$ cat config.mk
export PLATFORM = sky130hd
export DESIGN_NAME = codec_clock_and_pin_mux
export DESIGN_NICKNAME = d
export VERILOG_FILES = /design/src/pin_mux_pkg.sv /design/src/clock_switch.sv /design/src/codec_clock_and_pin_mux.sv
export SDC_FILE = /design/constraint.sdc
export NUM_CORES = 1
export LEC_CHECK = 0
export BUFFER_PORTS_ARGS = -buffer_cell sky130_fd_sc_hd__buf_2
export CORE_UTILIZATION = 46
export CTS_CLUSTER_DIAMETER = 40
export DETAILED_ROUTE_END_ITERATION = 10
export GPL_ROUTABILITY_DRIVEN = 0
export MAX_ROUTING_LAYER = met4
export PLACE_DENSITY_LB_ADDON = 0.2
export SLEW_MARGIN = 15
export SYNTH_ARGS = -nofsm -noshare
export SYNTH_HDL_FRONTEND = slang
export SYNTH_SLANG_ARGS = --single-unit
$ cat constraint.sdc
create_clock -name clk -period 1.97 [get_ports clk]
set_input_delay 0.4925 -clock clk [delete_from_list [all_inputs] [get_ports clk]]
set_output_delay 0.4925 -clock clk [all_outputs]
set_load 0.02 [all_outputs]
$ cat src/pin_mux_pkg.sv
// Package with selection encodings, pin function codes and reset values for the pin mux
package pin_mux_pkg;
    // Codec clock source select
    localparam logic [1:0] CODEC_SRC_MCLK = 2'h0;
    localparam logic [1:0] CODEC_SRC_BCLK = 2'h1;
    localparam logic [1:0] CODEC_SRC_GPIO = 2'h2;
    localparam logic [1:0] CODEC_SRC_PLL = 2'h3;
    // PLL reference select
    localparam logic [1:0] PLL_REF_MCLK = 2'h0;
    localparam logic [1:0] PLL_REF_BCLK = 2'h1;
    localparam logic [1:0] PLL_REF_GPIO = 2'h2;
    localparam logic [1:0] PLL_REF_DIN = 2'h3;
    // Function codes for multifunction_pin_five (general-purpose pin)
    localparam logic [2:0] GPIO_FN_OFF = 3'h0;
    localparam logic [2:0] GPIO_FN_CLK_IN = 3'h1;
    localparam logic [2:0] GPIO_FN_GP_OUT = 3'h2;
    localparam logic [2:0] GPIO_FN_FIRST_IRQ = 3'h3;
    localparam logic [2:0] GPIO_FN_ADC_WCLK_IN = 3'h4;
    localparam logic [2:0] GPIO_FN_ADC_WCLK_OUT = 3'h5;
    localparam logic [2:0] GPIO_FN_GP_IN = 3'h6;
    // Function codes for multifunction_pin_three (SPI clock pin)
    localparam logic [1:0] PIN3_FN_OFF = 2'h0;
    localparam logic [1:0] PIN3_FN_ADC_WCLK_IN = 2'h1;
    localparam logic [1:0] PIN3_FN_GP_IN = 2'h2;
    // Function codes for multifunction_pin_four (SPI data-out pin)
    localparam logic [1:0] PIN4_FN_OFF = 2'h0;
    localparam logic [1:0] PIN4_FN_ADC_WCLK_OUT = 2'h1;
    localparam logic [1:0] PIN4_FN_FIRST_IRQ = 2'h2;
    localparam logic [1:0] PIN4_FN_GP_OUT = 2'h3;
    // Reset values
    localparam logic [1:0] CODEC_SRC_RESET = CODEC_SRC_MCLK;
    localparam logic [1:0] PLL_REF_RESET = PLL_REF_MCLK;
    localparam logic [2:0] GPIO_FN_RESET = GPIO_FN_OFF;
    localparam logic [1:0] PIN3_FN_RESET = PIN3_FN_OFF;
    localparam logic [1:0] PIN4_FN_RESET = PIN4_FN_OFF;
    localparam int ANALOG_BLOCKS = 8;
    localparam logic [7:0] ANALOG_PWR_RESET = 8'h00;
    // Clock switch: cycles the output clock stays gated on each side of a source change (before and after the select moves)
    localparam int GATE_TIME_NS = 64;
    localparam int CLK_PERIOD_NS = 8;
    localparam int GATE_CYCLES = (GATE_TIME_NS + CLK_PERIOD_NS - 1) / CLK_PERIOD_NS;
    localparam logic [3:0] GATE_CNT_MAX = 4'(GATE_CYCLES);
endpackage

$ cat src/clock_switch.sv
// Glitch-free clock source switch with gating during source changes
`timescale 1ns/1ps
module clock_switch
    import pin_mux_pkg::*;
(
    input wire logic clk,
    input wire logic rst_n,
    input wire logic [1:0] sel_req,
    input wire logic [3:0] src_levels,
    output logic [1:0] sel_active_reg,
    output logic gated_reg,
    output logic clk_level_reg
);
    typedef enum logic [2:0] {
        SW_RUN = 3'b001,
        SW_GATE = 3'b010,
        SW_SWAP = 3'b100
    } sw_state_t;

    sw_state_t state_reg;
    logic [3:0] cnt_reg;

    always_ff @(posedge clk or negedge rst_n) begin
        if (!rst_n) begin
            state_reg <= SW_RUN;
            cnt_reg <= 4'h0;
            sel_active_reg <= CODEC_SRC_RESET;
        end else begin
            case (state_reg)
                SW_RUN: begin
                    cnt_reg <= 4'h0;
                    if (sel_req != sel_active_reg) begin
                        state_reg <= SW_GATE;
                    end
                end
                SW_GATE: begin
                    // Old source held off before the select moves
                    if (cnt_reg == GATE_CNT_MAX - 4'h1) begin
                        sel_active_reg <= sel_req;
                        cnt_reg <= 4'h0;
                        state_reg <= SW_SWAP;
                    end else begin
                        cnt_reg <= cnt_reg + 4'h1;
                    end
                end
                SW_SWAP: begin
                    // New source settles while still gated
                    if (cnt_reg == GATE_CNT_MAX - 4'h1) begin
                        state_reg <= SW_RUN;
                    end else begin
                        cnt_reg <= cnt_reg + 4'h1;
                    end
                end
                default: begin
                    state_reg <= SW_RUN;
                end
            endcase
        end
    end

    always_ff @(posedge clk or negedge rst_n) begin
        if (!rst_n) begin
            gated_reg <= 1'b1;
            clk_level_reg <= 1'b0;
        end else begin
            gated_reg <= (state_reg != SW_RUN) || (sel_req != sel_active_reg);
            clk_level_reg <= (state_reg == SW_RUN) && (sel_req == sel_active_reg)
                && src_levels[sel_active_reg];
        end
    end
endmodule

$ cat src/codec_clock_and_pin_mux.sv
// Clock source selection and multifunction pin allocation for the codec
`timescale 1ns/1ps
module codec_clock_and_pin_mux
    import pin_mux_pkg::*;
(
    input wire logic clk,
    input wire logic rst_n,
    // Configuration
    input wire logic [1:0] codec_clk_sel,
    input wire logic [1:0] pll_ref_sel,
    input wire logic bclk_dir_out,
    input wire logic wclk_dir_out,
    input wire logic [2:0] gpio_func_sel,
    input wire logic [1:0] pin3_func_sel,
    input wire logic [1:0] pin4_func_sel,
    input wire logic [7:0] analog_pwr_en,
    input wire logic spi_select_strap,
    input wire logic regulator_select_strap,
    // Pin inputs
    input wire logic mclk_in,
    input wire logic bclk_in,
    input wire logic wclk_in,
    input wire logic din_in,
    input wire logic multifunction_pin_three_in,
    input wire logic multifunction_pin_five_in,
    // Internal sources
    input wire logic pll_clk,
    input wire logic bclk_gen,
    input wire logic wclk_gen,
    input wire logic adc_wclk_gen,
    input wire logic dout_data,
    input wire logic gp_out_data,
    input wire logic first_irq_level,
    // Pin outputs
    output logic bclk_out,
    output logic bclk_oe,
    output logic wclk_out,
    output logic wclk_oe,
    output logic dout_out,
    output logic dout_oe,
    output logic multifunction_pin_four_out,
    output logic multifunction_pin_four_oe,
    output logic multifunction_pin_five_out,
    output logic multifunction_pin_five_oe,
    // Internal destinations
    output logic codec_clk,
    output logic codec_clk_gated,
    output logic pll_ref_clk,
    output logic iface_bclk,
    output logic iface_wclk,
    output logic iface_din,
    output logic adc_wclk_in,
    output logic gp_in_three,
    output logic gp_in_five,
    output logic [7:0] analog_pwr_up,
    output logic bus_is_spi,
    output logic regulator_sel,
    output logic config_conflict
);
    ////////////////////////////////////////////////////////////////////////////
    // Codec clock switch
    clock_switch u_switch (
        .clk(clk),
        .rst_n(rst_n),
        .sel_req(codec_clk_sel),
        .src_levels({pll_clk, multifunction_pin_five_in, bclk_in, mclk_in}),
        .sel_active_reg(),
        .gated_reg(codec_clk_gated),
        .clk_level_reg(codec_clk)
    );

    ////////////////////////////////////////////////////////////////////////////
    // PLL reference; pins shared with codec clock without exclusion
    always_ff @(posedge clk or negedge rst_n) begin
        if (!rst_n) begin
            pll_ref_clk <= 1'b0;
        end else begin
            case (pll_ref_sel)
                PLL_REF_MCLK: pll_ref_clk <= mclk_in;
                PLL_REF_BCLK: pll_ref_clk <= bclk_in;
                PLL_REF_GPIO: pll_ref_clk <= multifunction_pin_five_in;
                PLL_REF_DIN: pll_ref_clk <= din_in;
                default: pll_ref_clk <= mclk_in;
            endcase
        end
    end

    ////////////////////////////////////////////////////////////////////////////
    // Audio interface clocks, data
    always_ff @(posedge clk or negedge rst_n) begin
        if (!rst_n) begin
            bclk_out <= 1'b0;
            bclk_oe <= 1'b0;
            wclk_out <= 1'b0;
            wclk_oe <= 1'b0;
            iface_bclk <= 1'b0;
            iface_wclk <= 1'b0;
            iface_din <= 1'b0;
            dout_out <= 1'b0;
            dout_oe <= 1'b1;
        end else begin
            bclk_oe <= bclk_dir_out;
            bclk_out <= bclk_dir_out & bclk_gen;
            wclk_oe <= wclk_dir_out;
            wclk_out <= wclk_dir_out & wclk_gen;
            // Bit clock still usable by interface while feeding PLL/codec
            iface_bclk <= bclk_dir_out ? bclk_gen : bclk_in;
            iface_wclk <= wclk_dir_out ? wclk_gen : wclk_in;
            iface_din <= din_in;
            dout_out <= dout_data;
            dout_oe <= 1'b1;
        end
    end

    ////////////////////////////////////////////////////////////////////////////
    // Multifunction pins: each holds one function code, but pin five also feeds the codec clock and PLL reference whatever its code
    logic gpio_is_clock_src;
    assign gpio_is_clock_src = (codec_clk_sel == CODEC_SRC_GPIO) || (pll_ref_sel == PLL_REF_GPIO);

    always_ff @(posedge clk or negedge rst_n) begin
        if (!rst_n) begin
            multifunction_pin_five_out <= 1'b0;
            multifunction_pin_five_oe <= 1'b0;
            multifunction_pin_four_out <= 1'b0;
            multifunction_pin_four_oe <= 1'b0;
        end else begin
            case (gpio_func_sel)
                GPIO_FN_GP_OUT: begin
                    multifunction_pin_five_out <= gp_out_data;
                    multifunction_pin_five_oe <= 1'b1;
                end
                GPIO_FN_FIRST_IRQ: begin
                    multifunction_pin_five_out <= first_irq_level;
                    multifunction_pin_five_oe <= 1'b1;
                end
                GPIO_FN_ADC_WCLK_OUT: begin
                    multifunction_pin_five_out <= adc_wclk_gen;
                    multifunction_pin_five_oe <= 1'b1;
                end
                default: begin
                    multifunction_pin_five_out <= 1'b0;
                    multifunction_pin_five_oe <= 1'b0;
                end
            endcase
            case (pin4_func_sel)
                PIN4_FN_ADC_WCLK_OUT: begin
                    multifunction_pin_four_out <= adc_wclk_gen;
                    multifunction_pin_four_oe <= 1'b1;
                end
                PIN4_FN_FIRST_IRQ: begin
                    multifunction_pin_four_out <= first_irq_level;
                    multifunction_pin_four_oe <= 1'b1;
                end
                PIN4_FN_GP_OUT: begin
                    multifunction_pin_four_out <= gp_out_data;
                    multifunction_pin_four_oe <= 1'b1;
                end
                default: begin
                    multifunction_pin_four_out <= 1'b0;
                    multifunction_pin_four_oe <= 1'b0;
                end
            endcase
        end
    end

    always_ff @(posedge clk or negedge rst_n) begin
        if (!rst_n) begin
            adc_wclk_in <= 1'b0;
            gp_in_three <= 1'b0;
            gp_in_five <= 1'b0;
        end else begin
            // SPI clock pin has priority when both offer the ADC word clock
            if (pin3_func_sel == PIN3_FN_ADC_WCLK_IN) begin
                adc_wclk_in <= multifunction_pin_three_in;
            end else if (gpio_func_sel == GPIO_FN_ADC_WCLK_IN) begin
                adc_wclk_in <= multifunction_pin_five_in;
            end else begin
                adc_wclk_in <= 1'b0;
            end
            gp_in_three <= (pin3_func_sel == PIN3_FN_GP_IN) & multifunction_pin_three_in;
            gp_in_five <= (gpio_func_sel == GPIO_FN_GP_IN) & multifunction_pin_five_in;
        end
    end

    // Flags a clock use of the GP pin while it holds any function code other than GPIO_FN_CLK_IN
    always_ff @(posedge clk or negedge rst_n) begin
        if (!rst_n) begin
            config_conflict <= 1'b0;
        end else begin
            config_conflict <= gpio_is_clock_src && (gpio_func_sel != GPIO_FN_CLK_IN);
        end
    end

    ////////////////////////////////////////////////////////////////////////////
    // Analog power enables and fixed-function straps
    genvar g;
    generate
        for (g = 0; g < ANALOG_BLOCKS; g++) begin : g_pwr
            always_ff @(posedge clk or negedge rst_n) begin
                if (!rst_n) begin
                    analog_pwr_up[g] <= ANALOG_PWR_RESET[g];
                end else begin
                    analog_pwr_up[g] <= analog_pwr_en[g];
                end
            end
        end
    endgenerate

    always_ff @(posedge clk or negedge rst_n) begin
        if (!rst_n) begin
            bus_is_spi <= 1'b0;
            regulator_sel <= 1'b0;
        end else begin
            bus_is_spi <= spi_select_strap;
            regulator_sel <= regulator_select_strap;
        end
    end
endmodule

==> results of run 1 <==
[metal layers]
layer | vias up | routed length [microns] | track usage [%]
met5 | - | 0 | -
met4 | 0 | 52 | 7.97
met3 | 7 | 210 | 5.63
met2 | 44 | 1610 | 35.1
met1 | 576 | 1320 | 22.9
li1 | 569 | - | -
[through the flow]
stage	total power (W)	setup WS [ps]	hold slack (ps)	util (%)	cells
6_report	0.00181	369	40.6	63.8	236
5_1_grt	0.00193	289	51.4	63.8	236
4_1_cts	0.00183	363	45.9	63.8	236
3_5_place_dp	0.00140	376	431	61.7	228
3_3_place_gp	0.00137	422	426	61.7	228
2_1_floorplan	0.00125	492	197	-	121
[cells by family (layout without fill, tap and decap cells)]
group	count (synthesis)	in the layout	synth area share, %
AND/OR/NAND/NOR	40	40	14.6
flip-flops	38	38	61.6
AO/OA/AOI/OAI	21	21	10.4
multiplexers	8	8	7.68
buffers and inverters	8	79	2.42
XOR/XNOR	4	4	2.26
adder cells (fa/ha/maj)	1	1	0.808
other	1	1	0.242
[how the worst max path moves through the flow]
stage	cells after the start	slack (ps)	to
global route	3	290	u_switch.sel_active_reg[0]
global placement	4	420	u_switch.sel_active_reg[1]
CTS	4	360	u_switch.sel_active_reg[1]
finish	4	370	u_switch.sel_active_reg[1]
detailed placement	4	380	u_switch.sel_active_reg[1]
floorplan	4	490	u_switch.sel_active_reg[0]
[placed cells by master, fill, tap and decap left out, types with 3 or more instances in the layout]
master,synthesis,routed
xnor2_1,4,4
clkbuf_4,0,5
inv_1,4,4
buf_2,3,66
nand2_1,11,11
o21ai_0,3,3
mux2_2,3,3
nor2b_1,7,7
nand2b_1,4,4
nor2_1,5,5
dfrtp_1,36,36
[final cells by class]
type | instances | area (sq um) | share of cell area [%]
clock buffers | 6 | 51.3 | 2.57
clock inverters | 2 | 12.5 | 0.627
repair buffers | 67 | 350 | 17.6
multi-input cells | 75 | 557 | 27.9
well taps | 44 | 55.1 | 2.76
inverters | 4 | 15.0 | 0.753
flip-flops and latches | 38 | 953 | 47.8
[report_power, final]
part / internal, W / switching, W
logic: 0.000195 / 0.000210
registers: 0.000867 / 0.000116
clock network: 0.000172 / 0.000252
total: 0.00123 / 0.000578
==> flow_metrics.env, run 1 <==
export IMPL_timing_rr_end="u_switch.sel_active_reg[1]"
export IMPL_critPathBufInv=0
export IMPL_drive_above_1_share_pct=45.8
export IMPL_fin_skew_ps=13.5
export IMPL_post_cts_buffers=0
export IMPL_drv_cap=0
export IMPL_port_buffers=66
export IMPL_vias=1196
export IMPL_startpoint_type="register"
export IMPL_r2r_setup_slack_ps=370
export IMPL_ys_ff_latch=38
export IMPL_grt_max_degree=25
export IMPL_placed_area_sq_um=1930
export IMPL_reg2reg_depth=4
export IMPL_pwr_density_cell_nw_per_um2=908
export IMPL_cpPeakStageDelay_ps=450
export IMPL_firstDrtPassIters=4
export IMPL_clk_latency_ps=350
export IMPL_die_h_microns=60.0
export IMPL_rr_startpoint="u_switch.cnt_reg[0]"
export IMPL_synth_flop_cell="dfrtp_1"
export IMPL_ys_seq_area_share_pct=61.6
export IMPL_grt_pass1_vias=1155
export IMPL_cts_max_level=2
export IMPL_yosysTopAreaCell="dfrtp_1"
export IMPL_hold_viol_final=0
export IMPL_synth_area_sq_um=1550
export IMPL_drc=0
export IMPL_slew_viol_final=0
export IMPL_setup_viol=0
export IMPL_crit_path_max_fanout=6
export IMPL_drt_iter0_drc=27
export IMPL_nets=230
export IMPL_fmax_ghz=0.625
export IMPL_grt_pass1_wl_mm=5.16
export IMPL_cts_hold_buf=0
export IMPL_clk_pin_slew_ps=120
export IMPL_rows=20
export IMPL_synth_edf_count=0
export IMPL_worstSetupStartpoint="u_switch.cnt_reg[0]"
export IMPL_cts_resized=0
export IMPL_antenna_found_initial=0
export IMPL_crit_path_end_kind="register"
export IMPL_cp_required_ps=2210
export IMPL_fill_cells=254
export IMPL_start_util_pct=49.5
export IMPL_synth_most_common_cell="dfrtp_1"
export IMPL_synthTopCellsByArea="dfrtp_1, dfstp_2, mux4_2"
export IMPL_avgSynthCellArea_sq_um=12.8
export IMPL_syn_num_nets=160
export IMPL_ios=68
export IMPL_synth_top_area_share_pct=58.2
export IMPL_design_area_sq_um=1990
export IMPL_crit_chain="ha_1 -> nand4b_1 -> or3_4 -> mux2_4"
export IMPL_area_growth_syn_to_layout_pct=28.9
export IMPL_dpl_hpwl_mm=2.40
export IMPL_yosys_top_cells_count="dfrtp_1, nand2_1, nor2b_1"
export IMPL_diodes=0
export IMPL_cp_arrival_ps=1840
export IMPL_grt_ovfl_total=0
export IMPL_cts_sinks=38
export IMPL_synth_distinct_cells=41
export IMPL_grt_use_total_pct=20.6
export IMPL_post_route_min_period_ps=1600
export IMPL_clockRootBuffer="clkbuf_4"
export IMPL_largest_reg_flops=8
export IMPL_fin_crit_sh_pct=81.2
export IMPL_worstSetupPathType="register to register"
export IMPL_p_leak_nw=0.999
export IMPL_design_core_area_sq_um=3130
export IMPL_wire_per_inst_microns=13.5
export IMPL_critPathSlowestCell="dfrtp_1"
export IMPL_antenna_left=0
export IMPL_cts_tree="built"
export IMPL_totalWireLength_mm=3.19
export IMPL_crit_family="simple AND/OR/NAND/NOR gates"
export IMPL_rsz0062_at_grt="no"
export IMPL_clock_path_buffers=2
export IMPL_via_per_inst=5.07
export IMPL_synth_warnings=0
export IMPL_max_vdd_ir_drop_mv=0.414
export IMPL_design_die_area_sq_um=3600
export IMPL_die_w_microns=60.0
export IMPL_async_reset_ff_share_pct=100
export IMPL_cts_buffers=5
export IMPL_status="finished clean"
export IMPL_finalSetupTns_ps=0
export IMPL_synthCells=121
export IMPL_min_path_type="input pin to asynchronous set/reset pin"
Note: power is estimated with default switching activity, not from simulation.
==> run 2, diff against run 1 <==
- clock period: 1.97 -> 1.5 ns (I/O delays scaled with it)
==> run 2 against run 1 <==
Compared with the run above: fmax rose by 7.4%; cell count up 2.5%; via count unchanged; wire length increased by 1.6%.
==> flow_metrics.env, run 2 (synthesized netlist as in run 1, its figures left out) <==
export IMPL_status="finished clean"
export IMPL_clock_path_buffers=2
export IMPL_critPathBufInv=0
export IMPL_rsz0062_at_grt="yes"
export IMPL_min_from="analog_pwr_en[1]"
export IMPL_port_buffers=66
export IMPL_startpoint_type="register"
export IMPL_max_vdd_ir_drop_mv=0.591
export IMPL_worstSetupStartpoint="u_switch.cnt_reg[1]"
export IMPL_start_util_pct=49.5
export IMPL_finalSetupTns_ps=0
export IMPL_wire_per_inst_microns=13.4
export IMPL_cp_arrival_ps=1720
export IMPL_via_per_inst=4.94
export IMPL_ios=68
export IMPL_area_growth_syn_to_layout_pct=33.0
export IMPL_met3_usage_pct=6.49
export IMPL_final_cell_mix="buf_2, dfrtp_1, nand2_1"
export IMPL_post_route_min_period_ps=1490
export IMPL_rows=20
export IMPL_gr_usage_met2_pct=31.6
export IMPL_clk_pin_slew_ps=110
export IMPL_largest_reg_flops=8
export IMPL_slew_viol_final=0
export IMPL_total_power_w=0.00247
export IMPL_drive_above_1_share_pct=48.5
export IMPL_firstDrtPassIters=4
export IMPL_crit_chain="ha_4 -> nand4b_1 -> or3_4 -> mux2_4"
export IMPL_cts_sinks=38
export IMPL_pwr_density_cell_nw_per_um2=1200
export IMPL_cpPeakStageDelay_ps=430
export IMPL_grt_max_degree=18
export IMPL_crit_path_max_fanout=5
export IMPL_drc=0
export IMPL_design_die_area_sq_um=3600
export IMPL_cts_buffers=5
export IMPL_p_leak_nw=1.02
export IMPL_setup_viol=0
export IMPL_fin_skew_ps=6.75
export IMPL_fin_crit_sh_pct=99.3
export IMPL_critPathSlowestCell="dfrtp_1"
export IMPL_totalWireLength_mm=3.24
export IMPL_clockRootBuffer="clkbuf_4"
export IMPL_clk_latency_ps=340
export IMPL_grt_use_total_pct=20.2
export IMPL_design_core_area_sq_um=3130
export IMPL_antenna_found_initial=0
export IMPL_rr_startpoint="u_switch.cnt_reg[1]"
export IMPL_hold_viol_final=0
export IMPL_die_w_microns=60.0
export IMPL_min_path_type="input pin to register"
export IMPL_crit_family="simple AND/OR/NAND/NOR gates"
export IMPL_drv_cap=0
export IMPL_cp_required_ps=1730
export IMPL_nets=236
export IMPL_cts_tree="built"
export IMPL_grt_pass1_vias=1087
export IMPL_dpl_hpwl_mm=2.53
export IMPL_busiest_layer="met2"
export IMPL_use_met1_pct=23.4
export IMPL_grt_pass1_wl_mm=4.97
export IMPL_antenna_left=0
export IMPL_crit_path_end_kind="register"
export IMPL_cts_max_level=2
export IMPL_fmax_ghz=0.671
export IMPL_drt_iter0_drc=31
export IMPL_post_cts_buffers=0
export IMPL_worstSetupPathType="register to register"
export IMPL_diodes=0
export IMPL_fill_cells=236
export IMPL_die_h_microns=60.0
export IMPL_vias=1196
export IMPL_layout_cells_most_common="buf_2"
export IMPL_grt_ovfl_total=0
## run 2: cell count changes in the layout (fill, tap and decap cells not counted), sizes merged
cell	before	now
dlygate4sd3	0	1
buf	67	72
## run 2: layout make-up
type                    count  area, sq um  share of cell area, %
clock buffers               6         51.3                   2.49
clock inverters             2         12.5                  0.608
inverters                   4         15.0                  0.729
multi-input cells          75          572                   27.8
flip-flops and latches     38          955                   46.4
well taps                  44         55.1                   2.67
repair buffers             73          398                   19.3
## run 2: path summary, 6_finish.rpt
path	slack, ps	cells past startpoint	endpoint
worst min register to register	590	1	u_switch.sel_active_reg[1]
worst min-delay path	130	1	analog_pwr_up[1]
min in group asynchronous	470	2	u_switch.clk_level_reg
max in group asynchronous	590	3	bclk_out
worst max-delay path	10	4	u_switch.sel_active_reg[0]
worst max register to register	10	4	u_switch.sel_active_reg[0]
## run 2: power by group
group | switching (W) | internal (W) | total (W)
clock | 0.000327 | 0.000225 | 0.000553
sequential | 0.0000813 | 0.00114 | 0.00122
combinational | 0.000370 | 0.000327 | 0.000697
## run 2: metrics by stage
| step | area (sq um) | setup slack [ps] | cells | util, % | hold WS [ps] |
|---|---|---|---|---|---|
| 2_1_floorplan | 1550 | 21.6 | 121 | - | 79.4 |
| 3_3_place_gp | 1970 | 30.6 | 233 | 62.9 | 295 |
| 3_5_place_dp | 1970 | -9.15 | 233 | 62.9 | 300 |
| 4_1_cts | 2050 | 29.2 | 242 | 65.7 | 106 |
| 5_1_grt | 2060 | -36.5 | 242 | 65.8 | 104 |
| 6_report | 2060 | 10.3 | 242 | 65.8 | 132 |
## run 2: what timing repair did
item,4_1_cts,5_1_grt
endpoints found under the hold margin,10,0
hold buffers,1,0
setup endpoints to repair,2,4
gates resized for setup,2,3
## run 2: per-layer routing
metal  part of all wire (%)  wire length (microns)
met1                     43                   1380
met2                     49                   1570
met3                    7.0                    227
met4                    1.8                     59
met5                      0                      0
## run 2: worst register-to-register path, cell delays in order (launching register included)
cell	delay, ps
dfrtp_1	430
ha_4	170
nand4b_1	110
or3_4	370
mux2_4	300
==> run 3, diff against run 2 <==
- CELL_PAD_IN_SITES_DETAIL_PLACEMENT: unset -> 1
- CELL_PAD_IN_SITES_GLOBAL_PLACEMENT: unset -> 1
- CORE_UTILIZATION: 46 -> 35
==> run 3 against run 2 <==
Compared with the run above: the flow now finishes with violations (negative setup slack); via count up 5.5%; clock skew down 3.9 ps; critical path type unchanged; cell count up 3.3%; sequential cell count unchanged.
==> flow_metrics.env, run 3 (synthesized netlist as in run 1, its figures left out) <==
export IMPL_status="finished, violations left"
export IMPL_violations="negative setup slack"
export IMPL_startpoint_type="register"
export IMPL_design_die_area_sq_um=4690
export IMPL_clk_latency_ps=290
export IMPL_cts_sinks=38
export IMPL_rr_startpoint="u_switch.cnt_reg[1]"
export IMPL_grt_use_total_pct=18.8
export IMPL_largest_reg_flops=8
export IMPL_clockRootBuffer="clkbuf_8"
export IMPL_fmax_ghz=0.667
export IMPL_pwr_density_cell_nw_per_um2=1390
export IMPL_finalSetupTns_ps=-0.0772
export IMPL_max_vdd_ir_drop_mv=0.644
export IMPL_antenna_found_initial=0
export IMPL_drt_iter0_drc=39
export IMPL_min_from="analog_pwr_en[6]"
export IMPL_worstSetupStartpoint="u_switch.cnt_reg[1]"
export IMPL_fin_crit_sh_pct=100
export IMPL_cp_required_ps=1680
export IMPL_cp_arrival_ps=1680
export IMPL_setup_viol=1
export IMPL_antenna_left=0
export IMPL_hold_viol_final=0
export IMPL_wire_per_inst_microns=15.7
export IMPL_crit_path_max_fanout=3
export IMPL_ios=68
export IMPL_grt_pass1_wl_mm=6.10
export IMPL_fin_skew_ps=2.80
export IMPL_drv_cap=0
export IMPL_worstSetupPathType="register to register"
export IMPL_dp_slack_ps=-16.0
export IMPL_p_leak_nw=1.07
export IMPL_final_cell_mix="buf_2, dfrtp_1, nand2_1"
export IMPL_via_per_inst=5.05
export IMPL_layout_cells_most_common="buf_2"
export IMPL_clock_path_buffers=2
export IMPL_die_h_microns=68.5
export IMPL_cts_max_level=2
export IMPL_rsz0062_at_grt="yes"
export IMPL_nets=238
export IMPL_fill_cells=459
export IMPL_post_route_min_period_ps=1500
export IMPL_die_w_microns=68.5
export IMPL_drive_above_1_share_pct=48.5
export IMPL_clk_pin_slew_ps=80
export IMPL_port_buffers=66
export IMPL_setup_slack_ps=-0.0772
export IMPL_cts_buffers=5
export IMPL_grt_max_degree=26
export IMPL_drc=0
export IMPL_area_growth_syn_to_layout_pct=39.1
export IMPL_grt_pass1_vias=1298
export IMPL_rows=23
export IMPL_vias=1262
export IMPL_grt_ovfl_total=0
export IMPL_slew_viol_final=0
export IMPL_crit_path_end_kind="register"
export IMPL_start_util_pct=37.6
export IMPL_totalWireLength_mm=3.92
export IMPL_design_core_area_sq_um=4120
export IMPL_dpl_hpwl_mm=2.99
export IMPL_cts_tree="built"
export IMPL_diodes=0
export IMPL_firstDrtPassIters=4
export IMPL_min_path_type="input pin to register"
## run 3: changes by cell type in the layout (fill, tap and decap cells not counted), sizes merged
cell	previous run	this run
clkinv	1	0
clkinvlp	1	0
buf	72	74
bufinv	0	2
## run 3: worst paths after layout
check                                              to  slack, ps  cells after the start
hold reg to reg            u_switch.sel_active_reg[1]        580                      1
setup reg to reg           u_switch.sel_active_reg[0]      -0.08                      4
min in group asynchronous         u_switch.cnt_reg[2]        540                      2
hold / removal                       analog_pwr_up[6]        190                      1
setup / recovery           u_switch.sel_active_reg[0]      -0.08                      4
max in group asynchronous          u_switch.gated_reg        440                      3
## run 3: per-stage QoR
step / hold WS (ps) / util [%] / cells / power, W / area [sq um]
6_report: 186 / 52.3 / 250 / 0.00300 / 2150
5_1_grt: 174 / 52.3 / 250 / 0.00315 / 2150
4_1_cts: 181 / 52.1 / 250 / 0.00302 / 2150
3_5_place_dp: 311 / 48.2 / 240 / 0.00192 / 1980
3_3_place_gp: 313 / 48.2 / 240 / 0.00188 / 1980
2_1_floorplan: 79.4 / - / 121 / 0.00164 / 1550
## run 3: area by class of cell
cell class	count	area (sq um)	area share, %
clock inverters	2	60.1	2.79
well taps	50	62.6	2.91
inverters	4	15.0	0.697
flip-flops and latches	38	953	44.3
repair buffers	75	413	19.2
multi-input cells	75	567	26.3
clock buffers	6	82.6	3.83
## run 3: where the power goes
group	switching, W	internal (W)	leakage (nW)
registers	0.0000767	0.00114	0.463
clock network	0.000362	0.000709	0.0714
logic	0.000389	0.000326	0.540
## run 3: timing repair
| action | 4_1_cts | 5_1_grt |
|---|---|---|
| hold buffers | 1 | 0 |
| endpoints found under the hold margin | 11 | 0 |
| endpoints found under the setup margin | 3 | 5 |
| buffers inserted | 1 | 0 |
| resized for setup | 1 | 3 |
## run 3: critical path, cell delays in order, from the launching register on
cell	delay, ps
dfrtp_1	380
ha_2	200
nand4b_1	130
or3_4	370
mux2_4	310
## run 3: layer usage
layer | track usage (%) | part of all wire [%] | vias to the layer above
li1 | - | - | 583
met1 | 20.8 | 38 | 616
met2 | 30.8 | 53 | 59
met3 | 7.07 | 8.1 | 4
met4 | 7.03 | 1.2 | 0
met5 | - | 0 | -
